File: config.mk
export PLATFORM = sky130hd
export DESIGN_NAME = upx_ports
export DESIGN_NICKNAME = d
export VERILOG_FILES = /design/src/upx_ports.v /design/src/upx_sync.v
export VERILOG_INCLUDE_DIRS = /design/src /design/src/src
export SDC_FILE = /design/constraint.sdc
export NUM_CORES = 1
export LEC_CHECK = 0
export ABC_AREA = 1
export BUFFER_PORTS_ARGS = -buffer_cell sky130_fd_sc_hd__buf_2
export CORE_MARGIN = 4
export CORE_UTILIZATION = 50
export CTS_CLUSTER_SIZE = 28
export DETAILED_ROUTE_END_ITERATION = 7
export GPL_TIMING_DRIVEN = 0
export PLACE_DENSITY = 0.74
export SYNTH_ARGS = -nofsm -noshare
export SYNTH_HDL_FRONTEND = slang
export SYNTH_SLANG_ARGS = --single-unit
File: constraint.sdc
create_clock -name clk_sys -period 2.6 [get_ports clk_sys]
set_clock_uncertainty 0.2 [all_clocks]
set_input_delay 0.52 -clock clk_sys [delete_from_list [all_inputs] [get_ports clk_sys]]
set_output_delay 0.52 -clock clk_sys [all_outputs]
set_load 0.005 [all_outputs]
File: src/upx_regs.vh
// constants for the upper port and strobe block
`ifndef UPX_REGS_VH
`define UPX_REGS_VH
`define UPX_PORT_RST      8'hff
`define UPX_MC_LEN        4'h6
`define UPX_MC_LAST       4'h5
`define UPX_PH_S1         4'h0
`define UPX_PH_S1_END     4'h1
`define UPX_PH_S4         4'h3
`define UPX_PH_S4_END     4'h4
`define UPX_RST_MC        8'h02
`define UPX_HOST_MC       8'h15
`define UPX_BIT_RXD       0
`define UPX_BIT_TXD       1
`define UPX_BIT_IRQ0      2
`define UPX_BIT_IRQ1      3
`define UPX_BIT_T0        4
`define UPX_BIT_T1        5
`define UPX_BIT_WR        6
`define UPX_BIT_RD        7
`define UPX_ST_RESET      2'h0
`define UPX_ST_NORMAL     2'h1
`define UPX_ST_HOST       2'h2
`endif

File: src/upx_ports.v
// upper quasi-bidirectional ports, code fetch strobe and host-mode entry
// Summary of operation
// - high address port pins are bidirectional and a written one leaves a weak pull-up.
// - the high address byte is driven during external code fetch and wide data moves.
// - while carrying address, rising edges use the strong pull-up.
// - in host mode the high address port takes control and address bits from the host.
// - special function port pins are bidirectional; a written one releases the pin.
// - in host mode the special function port also takes host control and address bits.
// - bit 0 is serial receive input and bit 1 is serial transmit output.
// - bits 2 and 3 are the active-low external interrupt inputs zero and one.
// - bits 4 and 5 are the count inputs of timer zero and timer one.
// - bit 6 outputs the active-low data write strobe and bit 7 the read strobe.
// - the code fetch strobe stays high while executing from internal memory.
// - executing externally, the code fetch strobe pulses twice per machine cycle.
// - a machine cycle with an external data access drops one strobe pulse.
// - a strobe falling edge with reset held over twenty-one machine cycles enters host mode.
// - reset high for two machine cycles resets; otherwise normal operation follows.
`include "upx_regs.vh"
module upx_ports (
	// clock and reset
	input  wire       clk_sys,
	input  wire       rst_b,
	// device reset pin, active high
	input  wire       reset_pin,
	// core side
	input  wire       ext_exec,
	input  wire       ext_data_cycle,
	input  wire       ext_data_move_wide,
	input  wire       ext_data_wr,
	input  wire [7:0] data_pointer_reg,
	input  wire [7:0] pc_high,
	input  wire       hi_port_wr,
	input  wire [7:0] hi_port_wdata,
	input  wire       sf_port_wr,
	input  wire [7:0] sf_port_wdata,
	input  wire       serial_tx,
	output reg  [7:0] hi_port_rdata,
	output reg  [7:0] sf_port_rdata,
	output reg        serial_rx,
	output reg        ext_irq_zero_n,
	output reg        ext_irq_one_n,
	output reg        timer_zero_count_in,
	output reg        timer_one_count_in,
	output reg  [7:0] host_hi_bits,
	output reg  [7:0] host_sf_bits,
	output wire       host_mode,
	output wire       core_reset,
	output wire       mc_start,
	// high address port pins
	input  wire [7:0] high_address_port_i,
	output reg  [7:0] high_address_port_o,
	output reg  [7:0] high_address_port_oe,
	output reg  [7:0] high_address_port_strong,
	// special function port pins
	input  wire [7:0] special_function_port_i,
	output reg  [7:0] special_function_port_o,
	output reg  [7:0] special_function_port_oe,
	// code fetch strobe pin
	input  wire       code_fetch_strobe_i,
	output reg        code_fetch_strobe_n,
	output reg        code_fetch_strobe_oe
);
	// ***************************
	// state and declarations
	// ***************************
	reg  [7:0] hi_latch_r;
	reg  [7:0] sf_latch_r;
	reg  [3:0] phase_r;
	reg  [3:0] phase_nxt;
	reg  [1:0] state_r;
	reg  [1:0] state_nxt;
	reg  [7:0] rst_mc_r;
	reg  [7:0] rst_mc_nxt;
	reg        data_cyc_r;
	reg        strobe_nxt;
	reg  [7:0] addr_byte;
	reg        code_fetch_strobe_n_prev_r;
	reg        wr_n_nxt;
	reg        rd_n_nxt;
	wire [7:0] hi_sync;
	wire [7:0] sf_sync;
	wire [1:0] ctl_sync;
	wire       rst_sync;
	wire       code_fetch_strobe_n_sync;

	// ***************************
	// pin synchronisers
	// ***************************
	upx_sync #(.W(8)) u_sync_hi (
		.clk_sys (clk_sys),
		.rst_b   (rst_b),
		.pin_in  (high_address_port_i),
		.pin_out (hi_sync)
	);
	upx_sync #(.W(8)) u_sync_sf (
		.clk_sys (clk_sys),
		.rst_b   (rst_b),
		.pin_in  (special_function_port_i),
		.pin_out (sf_sync)
	);
	upx_sync #(.W(2)) u_sync_ctl (
		.clk_sys (clk_sys),
		.rst_b   (rst_b),
		.pin_in  ({code_fetch_strobe_i, reset_pin}),
		.pin_out (ctl_sync)
	);
	assign rst_sync  = ctl_sync[0];
	assign code_fetch_strobe_n_sync = ctl_sync[1];

	// ***************************
	// machine cycle phase
	// ***************************
	function [3:0] upx_phase_inc;
		input [3:0] ph;
		begin
			if (ph == `UPX_MC_LAST) begin
				upx_phase_inc = 4'h0;
			end else begin
				upx_phase_inc = ph + 4'h1;
			end
		end
	endfunction

	always @* begin
		phase_nxt = upx_phase_inc(phase_r);
	end
	assign mc_start = (phase_r == `UPX_PH_S1);

	// ***************************
	// reset and host mode control
	// ***************************
	assign host_mode  = (state_r == `UPX_ST_HOST);
	assign core_reset = (state_r == `UPX_ST_RESET);

	always @* begin
		state_nxt  = state_r;
		rst_mc_nxt = rst_mc_r;
		if (!rst_sync) begin
			rst_mc_nxt = 8'h00;
		end else if (mc_start && rst_mc_r != 8'hff) begin
			rst_mc_nxt = rst_mc_r + 8'h01;
		end
		case (state_r)
			`UPX_ST_RESET: begin
				// reset held for more than twenty-one machine cycles plus falling strobe
				if (rst_sync && code_fetch_strobe_n_prev_r && !code_fetch_strobe_n_sync && rst_mc_r > `UPX_HOST_MC) begin
					state_nxt = `UPX_ST_HOST;
				end else if (!rst_sync) begin
					state_nxt = `UPX_ST_NORMAL;
				end
			end
			`UPX_ST_NORMAL: begin
				if (rst_sync && rst_mc_r >= `UPX_RST_MC) begin
					state_nxt = `UPX_ST_RESET;
				end
			end
			`UPX_ST_HOST: begin
				// host mode left only when the reset pin is released, back through reset
				if (!rst_sync) begin
					state_nxt = `UPX_ST_RESET;
				end
			end
			default: begin
				state_nxt = `UPX_ST_RESET;
			end
		endcase
	end

	// ***************************
	// code fetch strobe cadence
	// ***************************
	always @* begin
		strobe_nxt = 1'b1;
		if (state_r == `UPX_ST_NORMAL && ext_exec) begin
			if (phase_nxt == `UPX_PH_S1 || phase_nxt == `UPX_PH_S1_END) begin
				strobe_nxt = 1'b0;
			end
			if ((phase_nxt == `UPX_PH_S4 || phase_nxt == `UPX_PH_S4_END) && !data_cyc_r) begin
				strobe_nxt = 1'b0;
			end
		end
	end

	// ***************************
	// pin output selection
	// ***************************
	function upx_data_strobe_n;
		input cyc;
		input want_wr;
		input is_wr;
		input first_ph;
		begin
			// held high in phase 0 so the address settles before the strobe
			upx_data_strobe_n = !(cyc && (is_wr == want_wr) && !first_ph);
		end
	endfunction

	always @* begin
		addr_byte = ext_data_move_wide ? data_pointer_reg : pc_high;
		wr_n_nxt  = upx_data_strobe_n(ext_data_cycle, 1'b1, ext_data_wr, mc_start);
		rd_n_nxt  = upx_data_strobe_n(ext_data_cycle, 1'b0, ext_data_wr, mc_start);
	end

	always @(posedge clk_sys or negedge rst_b) begin
		if (!rst_b) begin
			phase_r                  <= 4'h0;
			state_r                  <= `UPX_ST_RESET;
			rst_mc_r                 <= 8'h00;
			hi_latch_r               <= `UPX_PORT_RST;
			sf_latch_r               <= `UPX_PORT_RST;
			data_cyc_r               <= 1'b0;
			code_fetch_strobe_n_prev_r              <= 1'b1;
			code_fetch_strobe_n      <= 1'b1;
			code_fetch_strobe_oe     <= 1'b0;
			high_address_port_o      <= `UPX_PORT_RST;
			high_address_port_oe     <= 8'h00;
			high_address_port_strong <= 8'h00;
		end else begin
			phase_r     <= phase_nxt;
			state_r     <= state_nxt;
			rst_mc_r    <= rst_mc_nxt;
			code_fetch_strobe_n_prev_r <= code_fetch_strobe_n_sync;
			if (core_reset) begin
				hi_latch_r <= `UPX_PORT_RST;
				sf_latch_r <= `UPX_PORT_RST;
			end else begin
				if (hi_port_wr) begin
					hi_latch_r <= hi_port_wdata;
				end
				if (sf_port_wr) begin
					sf_latch_r <= sf_port_wdata;
				end
			end
			if (mc_start) begin
				data_cyc_r <= ext_data_cycle;
			end
			// strobe pin released in reset and host mode so host can drive it
			code_fetch_strobe_n  <= strobe_nxt;
			code_fetch_strobe_oe <= (state_r == `UPX_ST_NORMAL);
			if (host_mode) begin
				high_address_port_o  <= `UPX_PORT_RST;
				high_address_port_oe <= 8'h00;
				high_address_port_strong <= 8'h00;
			end else if (state_r == `UPX_ST_NORMAL && (ext_exec || ext_data_move_wide)) begin
				high_address_port_o  <= addr_byte;
				// strong pull-up only for the one clock of a rising transition
				high_address_port_oe <= ~addr_byte | (addr_byte & ~high_address_port_o);
				high_address_port_strong <= addr_byte & ~high_address_port_o;
			end else begin
				// quasi-bidirectional: only zeros drive, ones rest on the weak pull-up
				high_address_port_o  <= hi_latch_r;
				high_address_port_oe <= ~hi_latch_r;
				high_address_port_strong <= 8'h00;
			end
		end
	end

	// ***************************
	// special function port drive
	// ***************************
	always @(posedge clk_sys or negedge rst_b) begin
		if (!rst_b) begin
			special_function_port_o  <= `UPX_PORT_RST;
			special_function_port_oe <= 8'h00;
		end else begin
			if (host_mode) begin
				special_function_port_o  <= `UPX_PORT_RST;
				special_function_port_oe <= 8'h00;
			end else begin
				special_function_port_o  <= sf_latch_r;
				special_function_port_o[`UPX_BIT_TXD] <= sf_latch_r[`UPX_BIT_TXD] & serial_tx;
				special_function_port_o[`UPX_BIT_WR]  <= sf_latch_r[`UPX_BIT_WR] & wr_n_nxt;
				special_function_port_o[`UPX_BIT_RD]  <= sf_latch_r[`UPX_BIT_RD] & rd_n_nxt;
				special_function_port_oe <= ~sf_latch_r;
				special_function_port_oe[`UPX_BIT_TXD] <= ~(sf_latch_r[`UPX_BIT_TXD] & serial_tx);
				special_function_port_oe[`UPX_BIT_WR]  <= ~(sf_latch_r[`UPX_BIT_WR] & wr_n_nxt);
				special_function_port_oe[`UPX_BIT_RD]  <= ~(sf_latch_r[`UPX_BIT_RD] & rd_n_nxt);
			end
		end
	end

	// ***************************
	// pin input capture
	// ***************************
	always @(posedge clk_sys or negedge rst_b) begin
		if (!rst_b) begin
			hi_port_rdata       <= `UPX_PORT_RST;
			sf_port_rdata       <= `UPX_PORT_RST;
			serial_rx           <= 1'b1;
			ext_irq_zero_n      <= 1'b1;
			ext_irq_one_n       <= 1'b1;
			timer_zero_count_in <= 1'b1;
			timer_one_count_in  <= 1'b1;
			host_hi_bits        <= 8'h00;
			host_sf_bits        <= 8'h00;
		end else begin
			hi_port_rdata       <= hi_sync;
			sf_port_rdata       <= sf_sync;
			serial_rx           <= sf_sync[`UPX_BIT_RXD];
			ext_irq_zero_n      <= sf_sync[`UPX_BIT_IRQ0];
			ext_irq_one_n       <= sf_sync[`UPX_BIT_IRQ1];
			timer_zero_count_in <= sf_sync[`UPX_BIT_T0];
			timer_one_count_in  <= sf_sync[`UPX_BIT_T1];
			if (host_mode) begin
				host_hi_bits <= hi_sync;
				host_sf_bits <= sf_sync;
			end
		end
	end
endmodule

File: src/upx_sync.v
// three-stage synchroniser with agreement filter for pin inputs
module upx_sync #(
	parameter W = 8
) (
	// clock and reset
	input  wire         clk_sys,
	input  wire         rst_b,
	// pins
	input  wire [W-1:0] pin_in,
	output reg  [W-1:0] pin_out
);
	reg [W-1:0] s1_r;
	reg [W-1:0] s2_r;
	reg [W-1:0] s3_r;
	// first stage read only by second; change counts once s2 and s3 agree
	always @(posedge clk_sys or negedge rst_b) begin
		if (!rst_b) begin
			s1_r    <= {W{1'b1}};
			s2_r    <= {W{1'b1}};
			s3_r    <= {W{1'b1}};
			pin_out <= {W{1'b1}};
		end else begin
			s1_r    <= pin_in;
			s2_r    <= s1_r;
			s3_r    <= s2_r;
			pin_out <= (s2_r & s3_r) | (pin_out & (s2_r ^ s3_r));
		end
	end
endmodule

Word level (Yosys, flattened, before mapping) --
Index checks and enable logic that the tools add are counted.
Storage, ports and cells: flip-flop bits (word level) 183, bits in read-only memories 0, latch bits 0, bits in writable memories 0, memories kept 0, output and inout bits 82, logic and storage cells 125, bits of input ports 59
Cells by class: multipliers 0, divide/modulo/power cells 0, reduce and logical (&&, ||, !) cells 26, order comparisons 2, add/sub/neg operators 2, equality and inequality tests 11, bitwise operators 25, muxes and demuxes 24, shift operators 0
Operators with widths (count):
- 8-bit 2-to-1 mux | 15
- 8-bit AND | 5
- 8-bit inverter | 3
- 8-bit OR | 3
- 8-bit XOR | 2
- 1-bit logical AND | 12
- 8-bit by 1-bit adder with 8-bit output (second input constant) | 1
- 4-bit by 3-bit equality test with 1-bit output (second input constant) | 2
- 8-bit by 2-bit >= comparator with 1-bit output (second input constant) | 1
- 8-bit by 5-bit > comparator with 1-bit output (second input constant) | 1
- 4-bit logical NOT | 2
- 2-bit 2-to-1 mux | 4
- 8-bit inequality test (second input constant) | 1
- 2-bit inequality test (second input constant) | 3
- 6-bit inverter | 1
- 2-bit case mux with 3 select lines | 1
- 1-bit logical NOT | 5
- 4-bit by 1-bit adder with 4-bit output (second input constant) | 1
- 2-bit AND | 2
- 4-bit by 1-bit equality test with 1-bit output (second input constant) | 1
- 4-bit by 2-bit equality test with 1-bit output (second input constant) | 1
- 4-bit 2-to-1 mux | 1
- 1-bit inverter | 4
- 2-bit nonzero test | 2
- 10 further kinds | 16

Longest topological paths before layout --
depth after elaboration 7, depth in mapped cells 11, gate-level depth less buffers 11

Modules after synthesis --
From an unflattened synthesis, not the netlist that was laid out.
Unflattened totals: cell total of the unflattened synthesis 566, area total of the unflattened synthesis 6508.7 µm²
Modules (own cells, without submodules):
- upx_ports | times used 1, seq. area each 2715.1 µm², cells each 422, area each 4189.0 µm²
- upx_sync at u_sync_hi ... | times used 2, seq. area each 840.8 µm², cells each 64, area each 1031.0 µm²
- upx_sync at u_sync_ctl | times used 1, seq. area each 210.2 µm², cells each 16, area each 257.7 µm²

Worst setup path after synthesis --
Ideal clock, no wire load.
path type register -> output, from reg state_r[1], to out core_reset, data required time 1.880 ns, setup slack 0.957 ns, cell stages (with the launch flop) 3, data arrival time 0.923 ns, path buffers 1, path through dfrtp_1 > nor2_2 > buf_2
Between the ends: longest elaborated chain between the ends 1
Ends and longest elaborated chain:
- start: declaration | line upx_ports.v:70 | reg [1:0] state_r;
- start signal: assignment | line upx_ports.v:207 | state_r <= `UPX_ST_RESET;
- start signal: assignment | line upx_ports.v:220 | state_r <= state_nxt;
- 2-bit logical NOT
- end: declaration | line upx_ports.v:47 | output wire core_reset,
Every way passes these cells.

Worst setup path in the final report --
Same ends and word-level chain as after synthesis.

==> out/results.ini <==
[cells_and_area]
final_cell_area_mm2=0.008167
fin_cells=890
areaGrowthSynthToFinish_pct=27.01
fin_util_pct=64.71
antenna_cells=0
n_fill_cell=968
final_layout_size_suffix_gt1_share_pct=45.68
nNetsFinal=786

[setup_path]
worstPathArrival_ns=1.70
endpoint_kind=output pin
rr_worst_depth=7
worstSetupStartpointType=flip-flop
crit-reg2reg-launch=rst_mc_r[0]
rr_endpoint=rst_mc_r[4]
crit_start=state_r[1]
ff2ff_setup_slack_ns=0.87
critPathKind=reg2out
cp_max_fo=10
required_ns=1.88

[die]
start_util_pct=50.95
rows=41
die_h_um=121.4
ios=141
die_x_um=121.4
dieArea_mm2=0.01474
design.core.area_mm2=0.01262

[route]
drtPass1Iterations=5
drc=0
postRouteAntennaNets=0
wl_um=12890
viasPerCell=4.781
via_count=4255
wl_per_cell_um=14.49
drt_iter0_markers=217

[logic_synthesis]
synth_most_common_cell=nand2_1
postSynthCellCount=527
async_flop_share_pct=100.0
yosys.area_share.simple_pct=12.75
synthTopCellsByArea=dfstp_2 (50%), dfrtp_1 (22%), nand2_1 (7.4%)
synthMuxAreaShare_pct=0
yosys.area.top_type=dfstp_2
ys_ff_latch=178
synth_compound_area_share_pct=7.025
synth_edf_count=0
yosysWarnings=0
synth_top_family_by_area=simple AND/OR/NAND/NOR gates
syn_area_per_cell_um2=12.20
synthFlopType=dfstp_2
syn_nets=608
synth_top_cell_area_share_pct=49.85
synth.cell_area_mm2=0.006430
ys_top_cells_by_count=nand2_1 (127), dfstp_2 (122), dfrtp_1 (56)
synth_adder_area_share_pct=4.281
ys_types=31
ys_seq_area_share_pct=71.65
synth_xor_area_share_pct=0.2724

[clock_tree]
clkSinkCount=178
clk_pin_slew_worst_paths_ns=0.06
tritoncts=built
root_buffer=clkbuf_16
htree_levels=4
cts_buffers=17
cts_buffer_depth=2
clk_latency_ns=0.42

[sta]
final_hold_viol_count=0
period_needed_ns=2.417
slew_viol_final=0
fin_crit_sh_pct=92.98
rsz0062_at_grt=false
setup_violations=0
tightest_slew_ns=0.5680
relSlewSlack_pct=62.13
max_freq_mhz=413.7

[global_routing]
grt_pass1_wl_um=20730
grt_pass1_vias=4294
grt_max_degree=101
grt_overflow=0
grt_antenna_before_repair=0
track_usage_pct=18.48

[hold_path]
hold_depth=2
hp-class=in2reg
whs_endpoint=code_fetch_strobe_n
hold_start=ext_exec

[place]
dp.cells=839
gp_congestion=0.8211
place_area_mm2=0.007378
port_buffers=139
dp_hpwl_um=9098

[job]
max_cap_violations=0

[pwr]
irDropWorstVdd_v=0.0003993
cellPowerDensity_mw_per_mm2=882.7
leakagePower_uw=0.004173

[status]
outcome=completed

-- registers in the layout, summed over array words and instances, names as in the netlist, 4 cells and up --
register and count:
hi_latch_r 8, hi_port_rdata 8, high_address_port_o 8, high_address_port_oe 8, high_address_port_strong 8, host_hi_bits 8
host_sf_bits 8, phase_r 4, rst_mc_r 8, sf_latch_r 8, sf_port_rdata 8, special_function_port_o 8
special_function_port_oe 8, u_sync_hi.pin_out 8, u_sync_hi.s1_r 8, u_sync_hi.s2_r 8, u_sync_hi.s3_r 8, u_sync_sf.pin_out 8
u_sync_sf.s1_r 8, u_sync_sf.s2_r 8, u_sync_sf.s3_r 8
-- cells by family (layout without fill, tap and decap cells) --
| kind of cell | Yosys count | in the layout |
|---|---|---|
| simple gates | 188 | 188 |
| flops | 178 | 178 |
| compound gates | 77 | 77 |
| buf+inv | 60 | 251 |
| xor+xnor | 2 | 2 |
| fa+ha+maj | 22 | 22 |
-- worst max path at each step --
stage	endpoint	depth (start not counted)
6_report	core_reset	3
5_1_grt	core_reset	3
4_1_cts	core_reset	3
3_5_place_dp	core_reset	3
3_3_place_gp	special_function_port_oe[3]	1
2_1_floorplan	core_reset	2
-- layout by cell type, fill, tap and decap left out, types with 2 or more instances in the layout --
cell           instances
a21o_1                18
a21oi_1               22
buf_2                145
buf_4                  6
bufinv_16              2
clkbuf_1               5
clkbuf_16             17
clkbuf_8               3
clkinv_4               2
dfrtp_1               56
dfstp_2              122
dlygate4sd3_1         19
ha_1                  22
inv_1                 41
inv_2                  3
inv_4                  2
inv_6                  2
nand2_1              127
nand2_2                2
nand3_1               12
nand3_2                7
nand4_1                3
nor2_1                26
nor2_2                 4
nor2_4                 2
o21ai_0               19
o21ai_1               14
xor2_1                 2
-- repair_timing --
item                                   in CTS  in global routing
setup buffers                               0                  0
hold buffers                               19                  0
endpoints found under the hold margin      54                  0
gates resized for setup                     0                  0
-- worst max-delay path: stages, from the launching register on --
cell	delay [ns]
dfrtp_1	0.43
nor2_2	0.39
buf_2	0.31
buf_2	0.15
-- area by class of cell --
cell class / instances / area (um^2) / area share, %
flip-flops and latches: 178 / 4607 / 56.41
multi-input cells: 289 / 1564 / 19.15
repair buffers: 159 / 923.4 / 11.31
clock buffers: 23 / 478.0 / 5.853
well taps: 172 / 215.2 / 2.635
inverters: 45 / 171.4 / 2.099
clock inverters: 9 / 120.1 / 1.471
plain buffers: 15 / 87.58 / 1.072
-- metal layers --
layer | vias up | share of wire, % | track usage [%]
met5 | - | 0 | 0
met1 | 2069 | 41 | 22.52
li1 | 2042 | - | -
met2 | 122 | 50 | 30.54
met3 | 22 | 6.0 | 5.594
met4 | 0 | 2.2 | 7.913
-- per-stage QoR --
stage	power, uW	worst slack, ns	setup TNS, ns	hold WS, ns
6_report	7209	0.1826	0	0.09751
5_1_grt	7588	0.08671	0	0.08421
4_1_cts	7302	0.1491	0	0.07748
3_5_place_dp	4701	0.6193	0	0.1478
3_3_place_gp	4631	-1.575	-165.08	0.1456
2_1_floorplan	4134	0.9571	0	0.02441
-- power breakdown --
part	switching, uW	internal [uW]	total (uW)
clock network	1040	1510	2550
logic	580	453	1030
registers	210	3420	3630
total	1830	5380	7210
Power figures use the tool's default switching activity.
